File: src/logic/ccsrb_pkg.sv
// Package of addresses, field positions and encodings for the core custom CSR bank
package ccsrb_pkg;

	// ************************************************************
	// CSR addresses (12-bit CSR index space)
	// ************************************************************
	localparam logic [11:0] CCSRB_ADDR_EVT_REQ   = 12'h811;
	localparam logic [11:0] CCSRB_ADDR_WAKE_SEL  = 12'h810;
	localparam logic [11:0] CCSRB_ADDR_SAT_FLAG  = 12'h801;
	localparam logic [11:0] CCSRB_ADDR_FEATURE   = 12'hFC2;
	localparam logic [11:0] CCSRB_ADDR_ISIDE     = 12'hFC0;
	localparam logic [11:0] CCSRB_ADDR_DSIDE     = 12'hFC1;
	localparam logic [11:0] CCSRB_ADDR_XLAT      = 12'hFC3;

	// ************************************************************
	// Field positions
	// ************************************************************
	localparam int CCSRB_BIT_CTRL          = 0;
	localparam int CCSRB_FEAT_OPT_HI       = 11;
	localparam int CCSRB_FEAT_TIER1        = 12;
	localparam int CCSRB_FEAT_TIER3        = 14;
	localparam int CCSRB_FEAT_COMPR        = 15;
	localparam int CCSRB_FEAT_PRIV_REGION  = 16;
	localparam int CCSRB_FEAT_VDP_LO       = 17;
	localparam int CCSRB_FEAT_VDP_HI       = 18;
	localparam int CCSRB_FEAT_WGUARD       = 19;
	localparam int CCSRB_FEAT_TRACE        = 20;
	localparam int CCSRB_FEAT_RED_LO       = 21;
	localparam int CCSRB_FEAT_RED_HI       = 22;
	localparam int CCSRB_FEAT_VCOPROC      = 23;
	localparam int CCSRB_FEAT_CUSTOM_N     = 24;
	localparam int CCSRB_MEM_SIZE_LO       = 16;
	localparam int CCSRB_MEM_SIZE_HI       = 20;
	localparam int CCSRB_ISIDE_XONLY       = 21;
	localparam int CCSRB_ISIDE_MEM_ECC     = 22;
	localparam int CCSRB_DSIDE_MEM_ECC     = 21;
	localparam int CCSRB_CACHE_ECC         = 10;
	localparam int CCSRB_LINE_LO           = 7;
	localparam int CCSRB_LINE_HI           = 9;
	localparam int CCSRB_WAY_LO            = 4;
	localparam int CCSRB_WAY_HI            = 6;
	localparam int CCSRB_SET_LO            = 0;
	localparam int CCSRB_SET_HI            = 3;
	localparam int CCSRB_XLAT_I_LO         = 16;
	localparam int CCSRB_XLAT_I_HI         = 18;
	localparam int CCSRB_XLAT_D_LO         = 19;
	localparam int CCSRB_XLAT_D_HI         = 21;
	localparam int CCSRB_XLAT_NAPOT        = 11;
	localparam int CCSRB_XLAT_ECC          = 10;

	// ************************************************************
	// Encoding limits and reset values
	// ************************************************************
	localparam logic [4:0]  CCSRB_MEM_SIZE_MAX  = 5'h16;
	localparam logic [2:0]  CCSRB_LINE_MAX      = 3'h5;
	localparam logic [3:0]  CCSRB_SET_MAX       = 4'hA;
	localparam logic [2:0]  CCSRB_XLAT_MIN      = 3'h4;
	localparam logic [1:0]  CCSRB_VDP_MAX       = 2'h1;
	localparam logic [31:0] CCSRB_CTRL_RESET    = 32'h0000_0000;

	// Redundancy scheme codes
	typedef enum logic [1:0] {
		CCSRB_RED_NONE  = 2'h0,
		CCSRB_RED_LOCK  = 2'h1,
		CCSRB_RED_SPLIT = 2'h2,
		CCSRB_RED_GRADE = 2'h3
	} ccsrb_red_type;

endpackage : ccsrb_pkg

File: src/logic/ccsrb_cache_geom.sv
// Geometry field packer for one cache or translation buffer description
`timescale 1ns/1ps
`default_nettype none
module ccsrb_cache_geom
	import ccsrb_pkg::*;
#(
	parameter logic       ECC_PRESENT = 1'b0,
	parameter logic [2:0] LINE_CODE   = 3'h0,
	parameter logic [2:0] ASSOC_CODE  = 3'h0,
	parameter logic [3:0] INDEX_CODE  = 4'h0,
	parameter bit         HAS_LINE    = 1'b1
) (
	output wire logic [10:0] geom_o
);

	// ************************************************************
	// Configuration checks
	// ************************************************************
	initial begin
		if (LINE_CODE > CCSRB_LINE_MAX) begin
			$error("line size code out of range");
		end
		if (INDEX_CODE > CCSRB_SET_MAX) begin
			$error("set count code out of range");
		end
	end

	// ************************************************************
	// Packing
	// ************************************************************
	// Line bits stay zero for the translation buffer layout
	assign geom_o[CCSRB_CACHE_ECC]                 = ECC_PRESENT;
	assign geom_o[CCSRB_LINE_HI:CCSRB_LINE_LO]     = HAS_LINE ? LINE_CODE : 3'h0;
	assign geom_o[CCSRB_WAY_HI:CCSRB_WAY_LO]       = ASSOC_CODE;
	assign geom_o[CCSRB_SET_HI:CCSRB_SET_LO]       = INDEX_CODE;

endmodule : ccsrb_cache_geom
`default_nettype wire

File: src/logic/ccsrb_core_csr_bank.sv
// Core custom CSR bank: event pulse, wake select, saturation flag, configuration words
`timescale 1ns/1ps
`default_nettype none
// Notes on behaviour
// Writing one to event request pulses event output one cycle, then self-clears.
// Wake select zero: sleeping core wakes on interrupt or NMI.
// Wake select one: sleeping core wakes on event or NMI, not interrupts.
// Packed-SIMD overflow sets sticky saturation flag bit 0 until cleared.
// Software writing zero to saturation flag register clears it.
// Saturation flag register exists only with packed-SIMD support built in.
// Feature bits 0..11 report the twelve build options in documented order.
// Feature bit 24 reads zero when custom compressed supported; needs bit 15.
// Feature bits 22:21 encode the redundancy scheme.
// Feature bits 18:17 give vector datapath ratio; codes above one reserved.
// Feature bit 16 reads one when private peripherals share one region.
// Feature bits 14..12 report packed-SIMD tiers 3..1 when SIMD built.
// Feature bits 23, 20, 19: vector coprocessor, trace unit, world guard.
// Instruction memory size at 20:16: zero absent, 1..22 power-of-two sizes.
// Instruction side bit 21 flags execute-only memory; loads and stores denied.
// Instruction side bit 22 memory ECC, bit 10 I-cache ECC.
// I-cache line, ways and sets fields use documented codes.
// Data side: memory ECC bit 21, size 20:16, D-cache ECC bit 10.
// D-cache geometry uses the I-cache encodings.
// Translation buffer sizes: zero absent, 4..7 give 8..64 entries.
// Translation word: NAPOT bit 11, main buffer ECC bit 10.
// Main translation buffer ways 6:4 and entries per way 3:0 encoded.
// Reserved bits read zero; writes to information words are ignored.
module ccsrb_core_csr_bank
	import ccsrb_pkg::*;
#(
	parameter logic [11:0] FEAT_OPTIONS     = 12'h000,
	parameter bit          SIMD_BUILT       = 1'b1,
	parameter logic [2:0]  SIMD_TIERS       = 3'h0,
	parameter bit          COMPR_EXT        = 1'b0,
	parameter bit          CUSTOM_COMPR     = 1'b0,
	parameter bit          PRIV_REGION      = 1'b1,
	parameter logic [1:0]  VDP_RATIO        = 2'h0,
	parameter bit          WGUARD           = 1'b0,
	parameter bit          TRACE_UNIT       = 1'b0,
	parameter logic [1:0]  RED_SCHEME       = CCSRB_RED_NONE,
	parameter bit          VCOPROC          = 1'b0,
	parameter bit          IMEM_ECC         = 1'b0,
	parameter bit          IMEM_XONLY       = 1'b0,
	parameter logic [4:0]  IMEM_SIZE        = 5'h0,
	parameter bit          ICACHE_ECC_PRESENT           = 1'b0,
	parameter logic [2:0]  IC_LINE          = 3'h0,
	parameter logic [2:0]  IC_ASSOC         = 3'h0,
	parameter logic [3:0]  IC_INDEX         = 4'h0,
	parameter bit          DMEM_ECC         = 1'b0,
	parameter logic [4:0]  DMEM_SIZE        = 5'h0,
	parameter bit          DCACHE_ECC_PRESENT           = 1'b0,
	parameter logic [2:0]  DC_LINE          = 3'h0,
	parameter logic [2:0]  DC_ASSOC         = 3'h0,
	parameter logic [3:0]  DC_INDEX         = 4'h0,
	parameter logic [2:0]  DXLAT_CODE       = 3'h0,
	parameter logic [2:0]  IXLAT_CODE       = 3'h0,
	parameter bit          XLAT_NAPOT       = 1'b0,
	parameter bit          XLAT_ECC         = 1'b0,
	parameter logic [2:0]  XLAT_ASSOC       = 3'h0,
	parameter logic [3:0]  XLAT_INDEX       = 4'h0
) (
	input  wire logic        sys_clk_i,
	input  wire logic        sys_rst_i,
	input  wire logic        csr_wr_i,
	input  wire logic        csr_rd_i,
	input  wire logic [11:0] csr_addr_i,
	input  wire logic [31:0] csr_wdata_i,
	input  wire logic        simd_overflow_i,
	input  wire logic        sleeping_i,
	input  wire logic        irq_i,
	input  wire logic        nmi_i,
	input  wire logic        event_i,
	output var  logic [31:0] csr_rdata_o,
	output var  logic        csr_hit_o,
	output var  logic        event_pulse_o,
	output var  logic        wake_o,
	output var  logic        imem_data_deny_o
);

	// ************************************************************
	// Elaboration checks
	// ************************************************************
	initial begin
		if (IMEM_SIZE > CCSRB_MEM_SIZE_MAX || DMEM_SIZE > CCSRB_MEM_SIZE_MAX) begin
			$error("local memory size code out of range");
		end
		if (VDP_RATIO > CCSRB_VDP_MAX) begin
			$error("vector datapath ratio code reserved");
		end
		if ((DXLAT_CODE != 3'h0 && DXLAT_CODE < CCSRB_XLAT_MIN) ||
		    (IXLAT_CODE != 3'h0 && IXLAT_CODE < CCSRB_XLAT_MIN)) begin
			$error("translation buffer size code reserved");
		end
	end

	// ************************************************************
	// Synchronisers for asynchronous wake sources
	// ************************************************************
	// Three stages; a change counts once stages two and three agree
	logic [2:0] irq_sync_r;
	logic [2:0] nmi_sync_r;
	logic [2:0] evt_sync_r;
	logic       irq_lvl_r;
	logic       nmi_lvl_r;
	logic       evt_lvl_r;

	always_ff @(posedge sys_clk_i) begin
		if (sys_rst_i) begin
			irq_sync_r <= 3'h0;
			nmi_sync_r <= 3'h0;
			evt_sync_r <= 3'h0;
		end else begin
			irq_sync_r <= {irq_sync_r[1:0], irq_i};
			nmi_sync_r <= {nmi_sync_r[1:0], nmi_i};
			evt_sync_r <= {evt_sync_r[1:0], event_i};
		end
	end

	// Filtered levels only move when the last two stages agree
	always_ff @(posedge sys_clk_i) begin
		if (sys_rst_i) begin
			irq_lvl_r <= 1'b0;
			nmi_lvl_r <= 1'b0;
			evt_lvl_r <= 1'b0;
		end else begin
			if (irq_sync_r[2] == irq_sync_r[1]) begin
				irq_lvl_r <= irq_sync_r[2];
			end
			if (nmi_sync_r[2] == nmi_sync_r[1]) begin
				nmi_lvl_r <= nmi_sync_r[2];
			end
			if (evt_sync_r[2] == evt_sync_r[1]) begin
				evt_lvl_r <= evt_sync_r[2];
			end
		end
	end

	// ************************************************************
	// Write decode
	// ************************************************************
	logic wr_evt;
	logic wr_wake;
	logic wr_sat;

	assign wr_evt  = csr_wr_i && (csr_addr_i == CCSRB_ADDR_EVT_REQ);
	assign wr_wake = csr_wr_i && (csr_addr_i == CCSRB_ADDR_WAKE_SEL);
	assign wr_sat  = csr_wr_i && SIMD_BUILT && (csr_addr_i == CCSRB_ADDR_SAT_FLAG);

	// ************************************************************
	// Event pulse request
	// ************************************************************
	// The stored bit is the pulse itself, so it lives one cycle per requesting write
	always_ff @(posedge sys_clk_i) begin
		if (sys_rst_i) begin
			event_pulse_o <= 1'b0;
		end else begin
			event_pulse_o <= wr_evt && csr_wdata_i[CCSRB_BIT_CTRL];
		end
	end

	// ************************************************************
	// Wake source select
	// ************************************************************
	logic wake_sel_r;

	always_ff @(posedge sys_clk_i) begin
		if (sys_rst_i) begin
			wake_sel_r <= CCSRB_CTRL_RESET[CCSRB_BIT_CTRL];
		end else if (wr_wake) begin
			wake_sel_r <= csr_wdata_i[CCSRB_BIT_CTRL];
		end
	end

	// NMI wakes a sleeping core under either select; the select picks interrupts or events
	always_ff @(posedge sys_clk_i) begin
		if (sys_rst_i) begin
			wake_o <= 1'b0;
		end else if (!wake_sel_r) begin
			wake_o <= sleeping_i && (irq_lvl_r || nmi_lvl_r);
		end else begin
			wake_o <= sleeping_i && (evt_lvl_r || nmi_lvl_r);
		end
	end

	// ************************************************************
	// Saturation sticky flag
	// ************************************************************
	// Overflow wins over a clearing write in the same cycle
	logic sat_r;

	always_ff @(posedge sys_clk_i) begin
		if (sys_rst_i) begin
			sat_r <= 1'b0;
		end else if (SIMD_BUILT && simd_overflow_i) begin
			sat_r <= 1'b1;
		end else if (wr_sat && !csr_wdata_i[CCSRB_BIT_CTRL]) begin
			sat_r <= 1'b0;
		end
	end

	// ************************************************************
	// Execute-only instruction memory guard
	// ************************************************************
	// Held as a register so the guard reaches the load/store unit glitch-free
	always_ff @(posedge sys_clk_i) begin
		if (sys_rst_i) begin
			imem_data_deny_o <= 1'b0;
		end else begin
			imem_data_deny_o <= IMEM_XONLY;
		end
	end

	// ************************************************************
	// Configuration words
	// ************************************************************
	logic [31:0] feat_word;
	logic [31:0] iside_word;
	logic [31:0] dside_word;
	logic [31:0] xlat_word;
	logic [10:0] ic_geom;
	logic [10:0] dc_geom;
	logic [10:0] tl_geom;

	ccsrb_cache_geom #(
		.ECC_PRESENT (ICACHE_ECC_PRESENT),
		.LINE_CODE   (IC_LINE),
		.ASSOC_CODE  (IC_ASSOC),
		.INDEX_CODE  (IC_INDEX),
		.HAS_LINE    (1'b1)
	) u_ic_geom (
		.geom_o (ic_geom)
	);

	ccsrb_cache_geom #(
		.ECC_PRESENT (DCACHE_ECC_PRESENT),
		.LINE_CODE   (DC_LINE),
		.ASSOC_CODE  (DC_ASSOC),
		.INDEX_CODE  (DC_INDEX),
		.HAS_LINE    (1'b1)
	) u_dc_geom (
		.geom_o (dc_geom)
	);

	ccsrb_cache_geom #(
		.ECC_PRESENT (XLAT_ECC),
		.LINE_CODE   (3'h0),
		.ASSOC_CODE  (XLAT_ASSOC),
		.INDEX_CODE  (XLAT_INDEX),
		.HAS_LINE    (1'b0)
	) u_tl_geom (
		.geom_o (tl_geom)
	);

	// Reserved bits start at zero and stay so
	always_comb begin
		feat_word = 32'h0000_0000;
		feat_word[CCSRB_FEAT_OPT_HI:0] = FEAT_OPTIONS;
		feat_word[CCSRB_FEAT_TIER3:CCSRB_FEAT_TIER1] = SIMD_BUILT ? SIMD_TIERS : 3'h0;
		feat_word[CCSRB_FEAT_COMPR] = COMPR_EXT;
		feat_word[CCSRB_FEAT_PRIV_REGION] = PRIV_REGION;
		feat_word[CCSRB_FEAT_VDP_HI:CCSRB_FEAT_VDP_LO] = VDP_RATIO;
		feat_word[CCSRB_FEAT_WGUARD] = WGUARD;
		feat_word[CCSRB_FEAT_TRACE] = TRACE_UNIT;
		feat_word[CCSRB_FEAT_RED_HI:CCSRB_FEAT_RED_LO] = RED_SCHEME;
		feat_word[CCSRB_FEAT_VCOPROC] = VCOPROC;
		// Inverted sense, only meaningful with the compressed bit set
		feat_word[CCSRB_FEAT_CUSTOM_N] = COMPR_EXT && !CUSTOM_COMPR;
	end

	always_comb begin
		iside_word = 32'h0000_0000;
		iside_word[CCSRB_ISIDE_MEM_ECC] = IMEM_ECC;
		iside_word[CCSRB_ISIDE_XONLY] = IMEM_XONLY;
		iside_word[CCSRB_MEM_SIZE_HI:CCSRB_MEM_SIZE_LO] = IMEM_SIZE;
		iside_word[CCSRB_CACHE_ECC:0] = ic_geom;
	end

	always_comb begin
		dside_word = 32'h0000_0000;
		dside_word[CCSRB_DSIDE_MEM_ECC] = DMEM_ECC;
		dside_word[CCSRB_MEM_SIZE_HI:CCSRB_MEM_SIZE_LO] = DMEM_SIZE;
		dside_word[CCSRB_CACHE_ECC:0] = dc_geom;
	end

	always_comb begin
		xlat_word = 32'h0000_0000;
		xlat_word[CCSRB_XLAT_D_HI:CCSRB_XLAT_D_LO] = DXLAT_CODE;
		xlat_word[CCSRB_XLAT_I_HI:CCSRB_XLAT_I_LO] = IXLAT_CODE;
		xlat_word[CCSRB_XLAT_NAPOT] = XLAT_NAPOT;
		xlat_word[CCSRB_CACHE_ECC:0] = tl_geom;
	end

	// ************************************************************
	// Read path
	// ************************************************************
	// Registered read: data and hit appear the cycle after csr_rd_i
	logic [31:0] rdata_nxt;
	logic        hit_nxt;

	always_comb begin
		rdata_nxt = 32'h0000_0000;
		hit_nxt   = 1'b1;
		if (csr_addr_i == CCSRB_ADDR_EVT_REQ) begin
			rdata_nxt = 32'h0000_0000;
		end else if (csr_addr_i == CCSRB_ADDR_WAKE_SEL) begin
			rdata_nxt[CCSRB_BIT_CTRL] = wake_sel_r;
		end else if (csr_addr_i == CCSRB_ADDR_SAT_FLAG && SIMD_BUILT) begin
			rdata_nxt[CCSRB_BIT_CTRL] = sat_r;
		end else if (csr_addr_i == CCSRB_ADDR_FEATURE) begin
			rdata_nxt = feat_word;
		end else if (csr_addr_i == CCSRB_ADDR_ISIDE) begin
			rdata_nxt = iside_word;
		end else if (csr_addr_i == CCSRB_ADDR_DSIDE) begin
			rdata_nxt = dside_word;
		end else if (csr_addr_i == CCSRB_ADDR_XLAT) begin
			rdata_nxt = xlat_word;
		end else begin
			hit_nxt = 1'b0;
		end
	end

	always_ff @(posedge sys_clk_i) begin
		if (sys_rst_i) begin
			csr_rdata_o <= 32'h0000_0000;
			csr_hit_o   <= 1'b0;
		end else begin
			csr_rdata_o <= csr_rd_i ? rdata_nxt : 32'h0000_0000;
			csr_hit_o   <= (csr_rd_i || csr_wr_i) && hit_nxt;
		end
	end

	// ************************************************************
	// Assertions
	// ************************************************************
	property p_evt_pulse;
		@(posedge sys_clk_i) disable iff (sys_rst_i)
		(wr_evt && csr_wdata_i[0]) |=>
			event_pulse_o ##1 (!event_pulse_o || $past(wr_evt && csr_wdata_i[0], 1));
	endproperty
	a_evt_pulse: assert property (p_evt_pulse) else $error("event pulse not one cycle");

	property p_evt_zero;
		@(posedge sys_clk_i) disable iff (sys_rst_i)
		(!wr_evt || !csr_wdata_i[0]) |=> !event_pulse_o;
	endproperty
	a_evt_zero: assert property (p_evt_zero) else $error("event pulse without request");

	property p_wake_irq;
		@(posedge sys_clk_i) disable iff (sys_rst_i)
		(!wake_sel_r && sleeping_i && irq_lvl_r) |=> wake_o;
	endproperty
	a_wake_irq: assert property (p_wake_irq) else $error("interrupt did not wake");

	property p_wake_evt;
		@(posedge sys_clk_i) disable iff (sys_rst_i)
		(wake_sel_r && sleeping_i && !evt_lvl_r && !nmi_lvl_r) |=> !wake_o;
	endproperty
	a_wake_evt: assert property (p_wake_evt) else $error("woke without event in event mode");

	property p_sat_set;
		@(posedge sys_clk_i) disable iff (sys_rst_i)
		(SIMD_BUILT && simd_overflow_i) |=> sat_r;
	endproperty
	a_sat_set: assert property (p_sat_set) else $error("overflow not recorded");

	property p_sat_hold;
		@(posedge sys_clk_i) disable iff (sys_rst_i)
		(sat_r && !wr_sat) |=> sat_r;
	endproperty
	a_sat_hold: assert property (p_sat_hold) else $error("sticky flag lost");

	property p_sat_clr;
		@(posedge sys_clk_i) disable iff (sys_rst_i)
		(wr_sat && !csr_wdata_i[0] && !simd_overflow_i) |=> !sat_r;
	endproperty
	a_sat_clr: assert property (p_sat_clr) else $error("flag not cleared");

	property p_feat_rd;
		@(posedge sys_clk_i) disable iff (sys_rst_i)
		(csr_rd_i && csr_addr_i == CCSRB_ADDR_FEATURE) |=>
			csr_hit_o && csr_rdata_o[31:25] == 7'h0 && csr_rdata_o[11:0] == FEAT_OPTIONS;
	endproperty
	a_feat_rd: assert property (p_feat_rd) else $error("feature word wrong");

	property p_iside_rd;
		@(posedge sys_clk_i) disable iff (sys_rst_i)
		(csr_rd_i && csr_addr_i == CCSRB_ADDR_ISIDE) |=>
			csr_rdata_o[20:16] == IMEM_SIZE && csr_rdata_o[15:11] == 5'h0;
	endproperty
	a_iside_rd: assert property (p_iside_rd) else $error("instruction side word wrong");

	c_evt: cover property (@(posedge sys_clk_i) disable iff (sys_rst_i) event_pulse_o);
	c_wake: cover property (@(posedge sys_clk_i) disable iff (sys_rst_i) wake_sel_r && wake_o);
	c_sat: cover property (@(posedge sys_clk_i) disable iff (sys_rst_i) sat_r ##1 !sat_r);

endmodule : ccsrb_core_csr_bank
`default_nettype wire

File: config.mk
export PLATFORM = sky130hd
export DESIGN_NAME = ccsrb_core_csr_bank
export DESIGN_NICKNAME = d
export VERILOG_FILES = /design/src/logic/ccsrb_pkg.sv /design/src/logic/ccsrb_cache_geom.sv /design/src/logic/ccsrb_core_csr_bank.sv
export SDC_FILE = /design/constraint.sdc
export NUM_CORES = 1
export LEC_CHECK = 0
export ABC_CLOCK_PERIOD_IN_PS = 2100
export BUFFER_PORTS_ARGS = -buffer_cell sky130_fd_sc_hd__buf_2
export CAP_MARGIN = 20
export CORE_MARGIN = 3
export CORE_UTILIZATION = 39
export DETAILED_ROUTE_END_ITERATION = 10
export MAX_ROUTING_LAYER = met4
export PLACE_DENSITY = 0.89
export SYNTH_ARGS = -nofsm -noshare
export SYNTH_HDL_FRONTEND = slang
export SYNTH_SLANG_ARGS = --single-unit
File: constraint.sdc
create_clock -name sys_clk_i -period 2.1 [get_ports sys_clk_i]
set_clock_uncertainty 0.1 [all_clocks]
set_input_delay 0.315 -clock sys_clk_i [delete_from_list [all_inputs] [get_ports sys_clk_i]]
set_output_delay 0.315 -clock sys_clk_i [all_outputs]
set_load 0.1 [all_outputs]
==> impl_metrics.tcl <==
set metrics [dict create \
    run_status "completed" \
    final_antenna_net_count 0 \
    htree_levels 1 \
    synth_compound_gate_area_share_pct 6.502 \
    hold_depth 2 \
    synthSimpleGateAreaFrac_pct 27.96 \
    path_delay_family "buffers and inverters" \
    crit_buf_inv 1 \
    final_cell_mix "31 x conb_1, 26 x buf_2, 19 x dfxtp_1" \
    mostFrequentLayoutCell "conb_1" \
    core_um2 2276 \
    worstPathRequired_ns 1.68 \
    finalPower_mw 0.8396 \
    drive_gt1_share_pct 26.36 \
    synthCells 101 \
    vdd_ir_drop_max_mv 0.3916 \
    clkTransAtPathRegs_ns 0.10 \
    grt_pass1_wl_um 2290 \
    crit_type "reg -> out" \
    cts_buffer_depth 2 \
    n_fill_cell 223 \
    cp_cell_sequence "buf_2" \
    synth_edf_count 0 \
    hold_viol 0 \
    numPlacedInstances 153 \
    synth_area_um2 962.2 \
    hpwl_um 1272 \
    drt_iter0_markers 3 \
    area_growth_pct 7.022 \
    period_share_pct 68.70 \
    cap_violations 0 \
    slew_violations 0 \
    start_kind "flop" \
    hp-class "in -> reg" \
    crit_fanout 1 \
    post-cts-setup-buffers 0 \
    worstRegToRegCells 3 \
    fin_nets 183 \
    ctsHoldBuffers 0 \
    grt_max_degree 19 \
    rows 17 \
    routed-via-count 653 \
    drtPass1Iterations 4 \
    post_cts_resized 0 \
    crit_path_max_incr_delay_ns 0.42 \
    ys_seq_area_share_pct 39.53 \
    synthMuxAreaShare_pct 1.040 \
    die_area_um2 3099 \
    tritoncts "done" \
    synth_warnings 0 \
    drt_wl_total_um 1495 \
    grt_pass1_vias 573 \
    track_usage_pct 9.524 \
    drc 0 \
    viasPerCell 4.159 \
    clock_latency_ns 0.29 \
    synth_cell_types 26 \
    rsz0062_at_grt "false" \
    cp.arrival_ns 1.03 \
    n_antenna_cell 0 \
    synth_top_family_by_area "simple AND/OR/NAND/NOR gates" \
    dieHeight_um 55.67 \
    start_util_pct 42.28 \
    fp.dieW_um 55.67 \
    timing.fmax_ghz 0.6931 \
    synthArstFlopShare_pct 0 \
    cp-end-kind "output port" \
    numCtsBuffers 3 \
    setup_ws_ns 0.6573 \
    cts_root_buf "clkbuf_4" \
    hold-worst-slack_ns 0.1328 \
    min_period_ns 1.443 \
    critPathSlowestCell "buf_2" \
    setup_tns_ns 0 \
    synth_xor_area_share_pct 0 \
    io_buffers 26 \
    synth-adder-area-share_pct 0 \
    layoutNonFillerInstCount 157 \
    setup_viol 0 \
    syn_area_per_cell_um2 9.526 \
    rrSetupSlack_ns 1.18 \
    wl_per_cell_um 9.522 \
    synth-seq-cells 19 \
    antenna_found_initial 0 \
    dp_slack_ns 0.7010 \
    cts_sinks 19 \
    grt_overflow 0 \
    p_leak_nw 0.4702 \
    io_pins 89 \
    powerDensity_nw_per_um2 815.3 \
    place_congestion 0.8044 \
    cp.depth 1 \
    dominantRegCellSynth "dfxtp_1" \
]
[kinds of logic after synthesis]
kind of cell / Yosys count
compound gates: 10
simple gates: 38
buf+inv: 32
mux: 1
flops: 19
other cells: 1
[flip-flops by register name (all words and copies together) (netlist names)]
signal	count
sat_r	1
event_pulse_o	1
irq_sync_r	3
evt_sync_r	3
evt_lvl_r	1
irq_lvl_r	1
csr_rdata_o	2
nmi_sync_r	3
nmi_lvl_r	1
csr_hit_o	1
wake_o	1
wake_sel_r	1
[synthesized netlist by cell type (2+ instances only)]
| cell type | count | area, µm² |
|---|---|---|
| a21oi_1 | 4 | 20.02 |
| nor3b_1 | 2 | 15.01 |
| nor3_1 | 3 | 15.01 |
| o21ai_0 | 3 | 15.01 |
| dfxtp_1 | 19 | 380.4 |
| nand3_1 | 2 | 10.01 |
| nor2_1 | 3 | 11.26 |
| buf_4 | 31 | 232.7 |
| nor2b_1 | 11 | 68.82 |
| nand2b_1 | 3 | 18.77 |
| nand2_1 | 5 | 18.77 |
[per-stage QoR]
stage,utilization (%),instance area [µm²]
final,45.24,1030
after global routing,45.24,1030
after CTS,45.24,1030
after detailed placement,44.09,1003
after global placement,44.09,1003
after floorplan,-,1075
[where the power goes]
| group | switching (mW) | internal, mW |
|---|---|---|
| logic | 0.266 | 0.0267 |
| clock network | 0.101 | 0.0738 |
| registers | 0.00284 | 0.369 |
[worst reg2reg max path, cell delays in order (launching register included)]
cell      delay (ns)
dfxtp_1         0.33
nor2b_1         0.12
a211oi_1        0.18
nor3b_1         0.08
[area by class of cell]
type / count / area [µm²] / area share (%)
Sequential cell: 19 / 380.4 / 36.94
Multi-Input combinational cell: 80 / 457.9 / 44.47
Clock buffer: 4 / 26.28 / 2.552
Timing Repair Buffer: 26 / 130.1 / 12.64
Tap cell: 28 / 35.03 / 3.402
[worst paths after layout]
| path | to | start |
|---|---|---|
| max | csr_rdata_o[0] | csr_rdata_o[0]$_SDFF_PP0_ |
| min | evt_sync_r[0]$_SDFF_PP0_ | event_i |
| max reg2reg | wake_o$_SDFF_PP0_ | irq_lvl_r$_SDFFE_PP0N_ |
| min reg2reg | nmi_sync_r[1]$_SDFF_PP0_ | nmi_sync_r[0]$_SDFF_PP0_ |
[per-layer routing]
metal	up-vias	share of wire (%)	track usage, %
met3	0	8.8	4.408
li1	333	-	-
met2	28	56	17.91
met5	-	0	-
met1	292	35	8.652
met4	0	0	2.083
No activity file was read; power rests on OpenSTA's default activity.
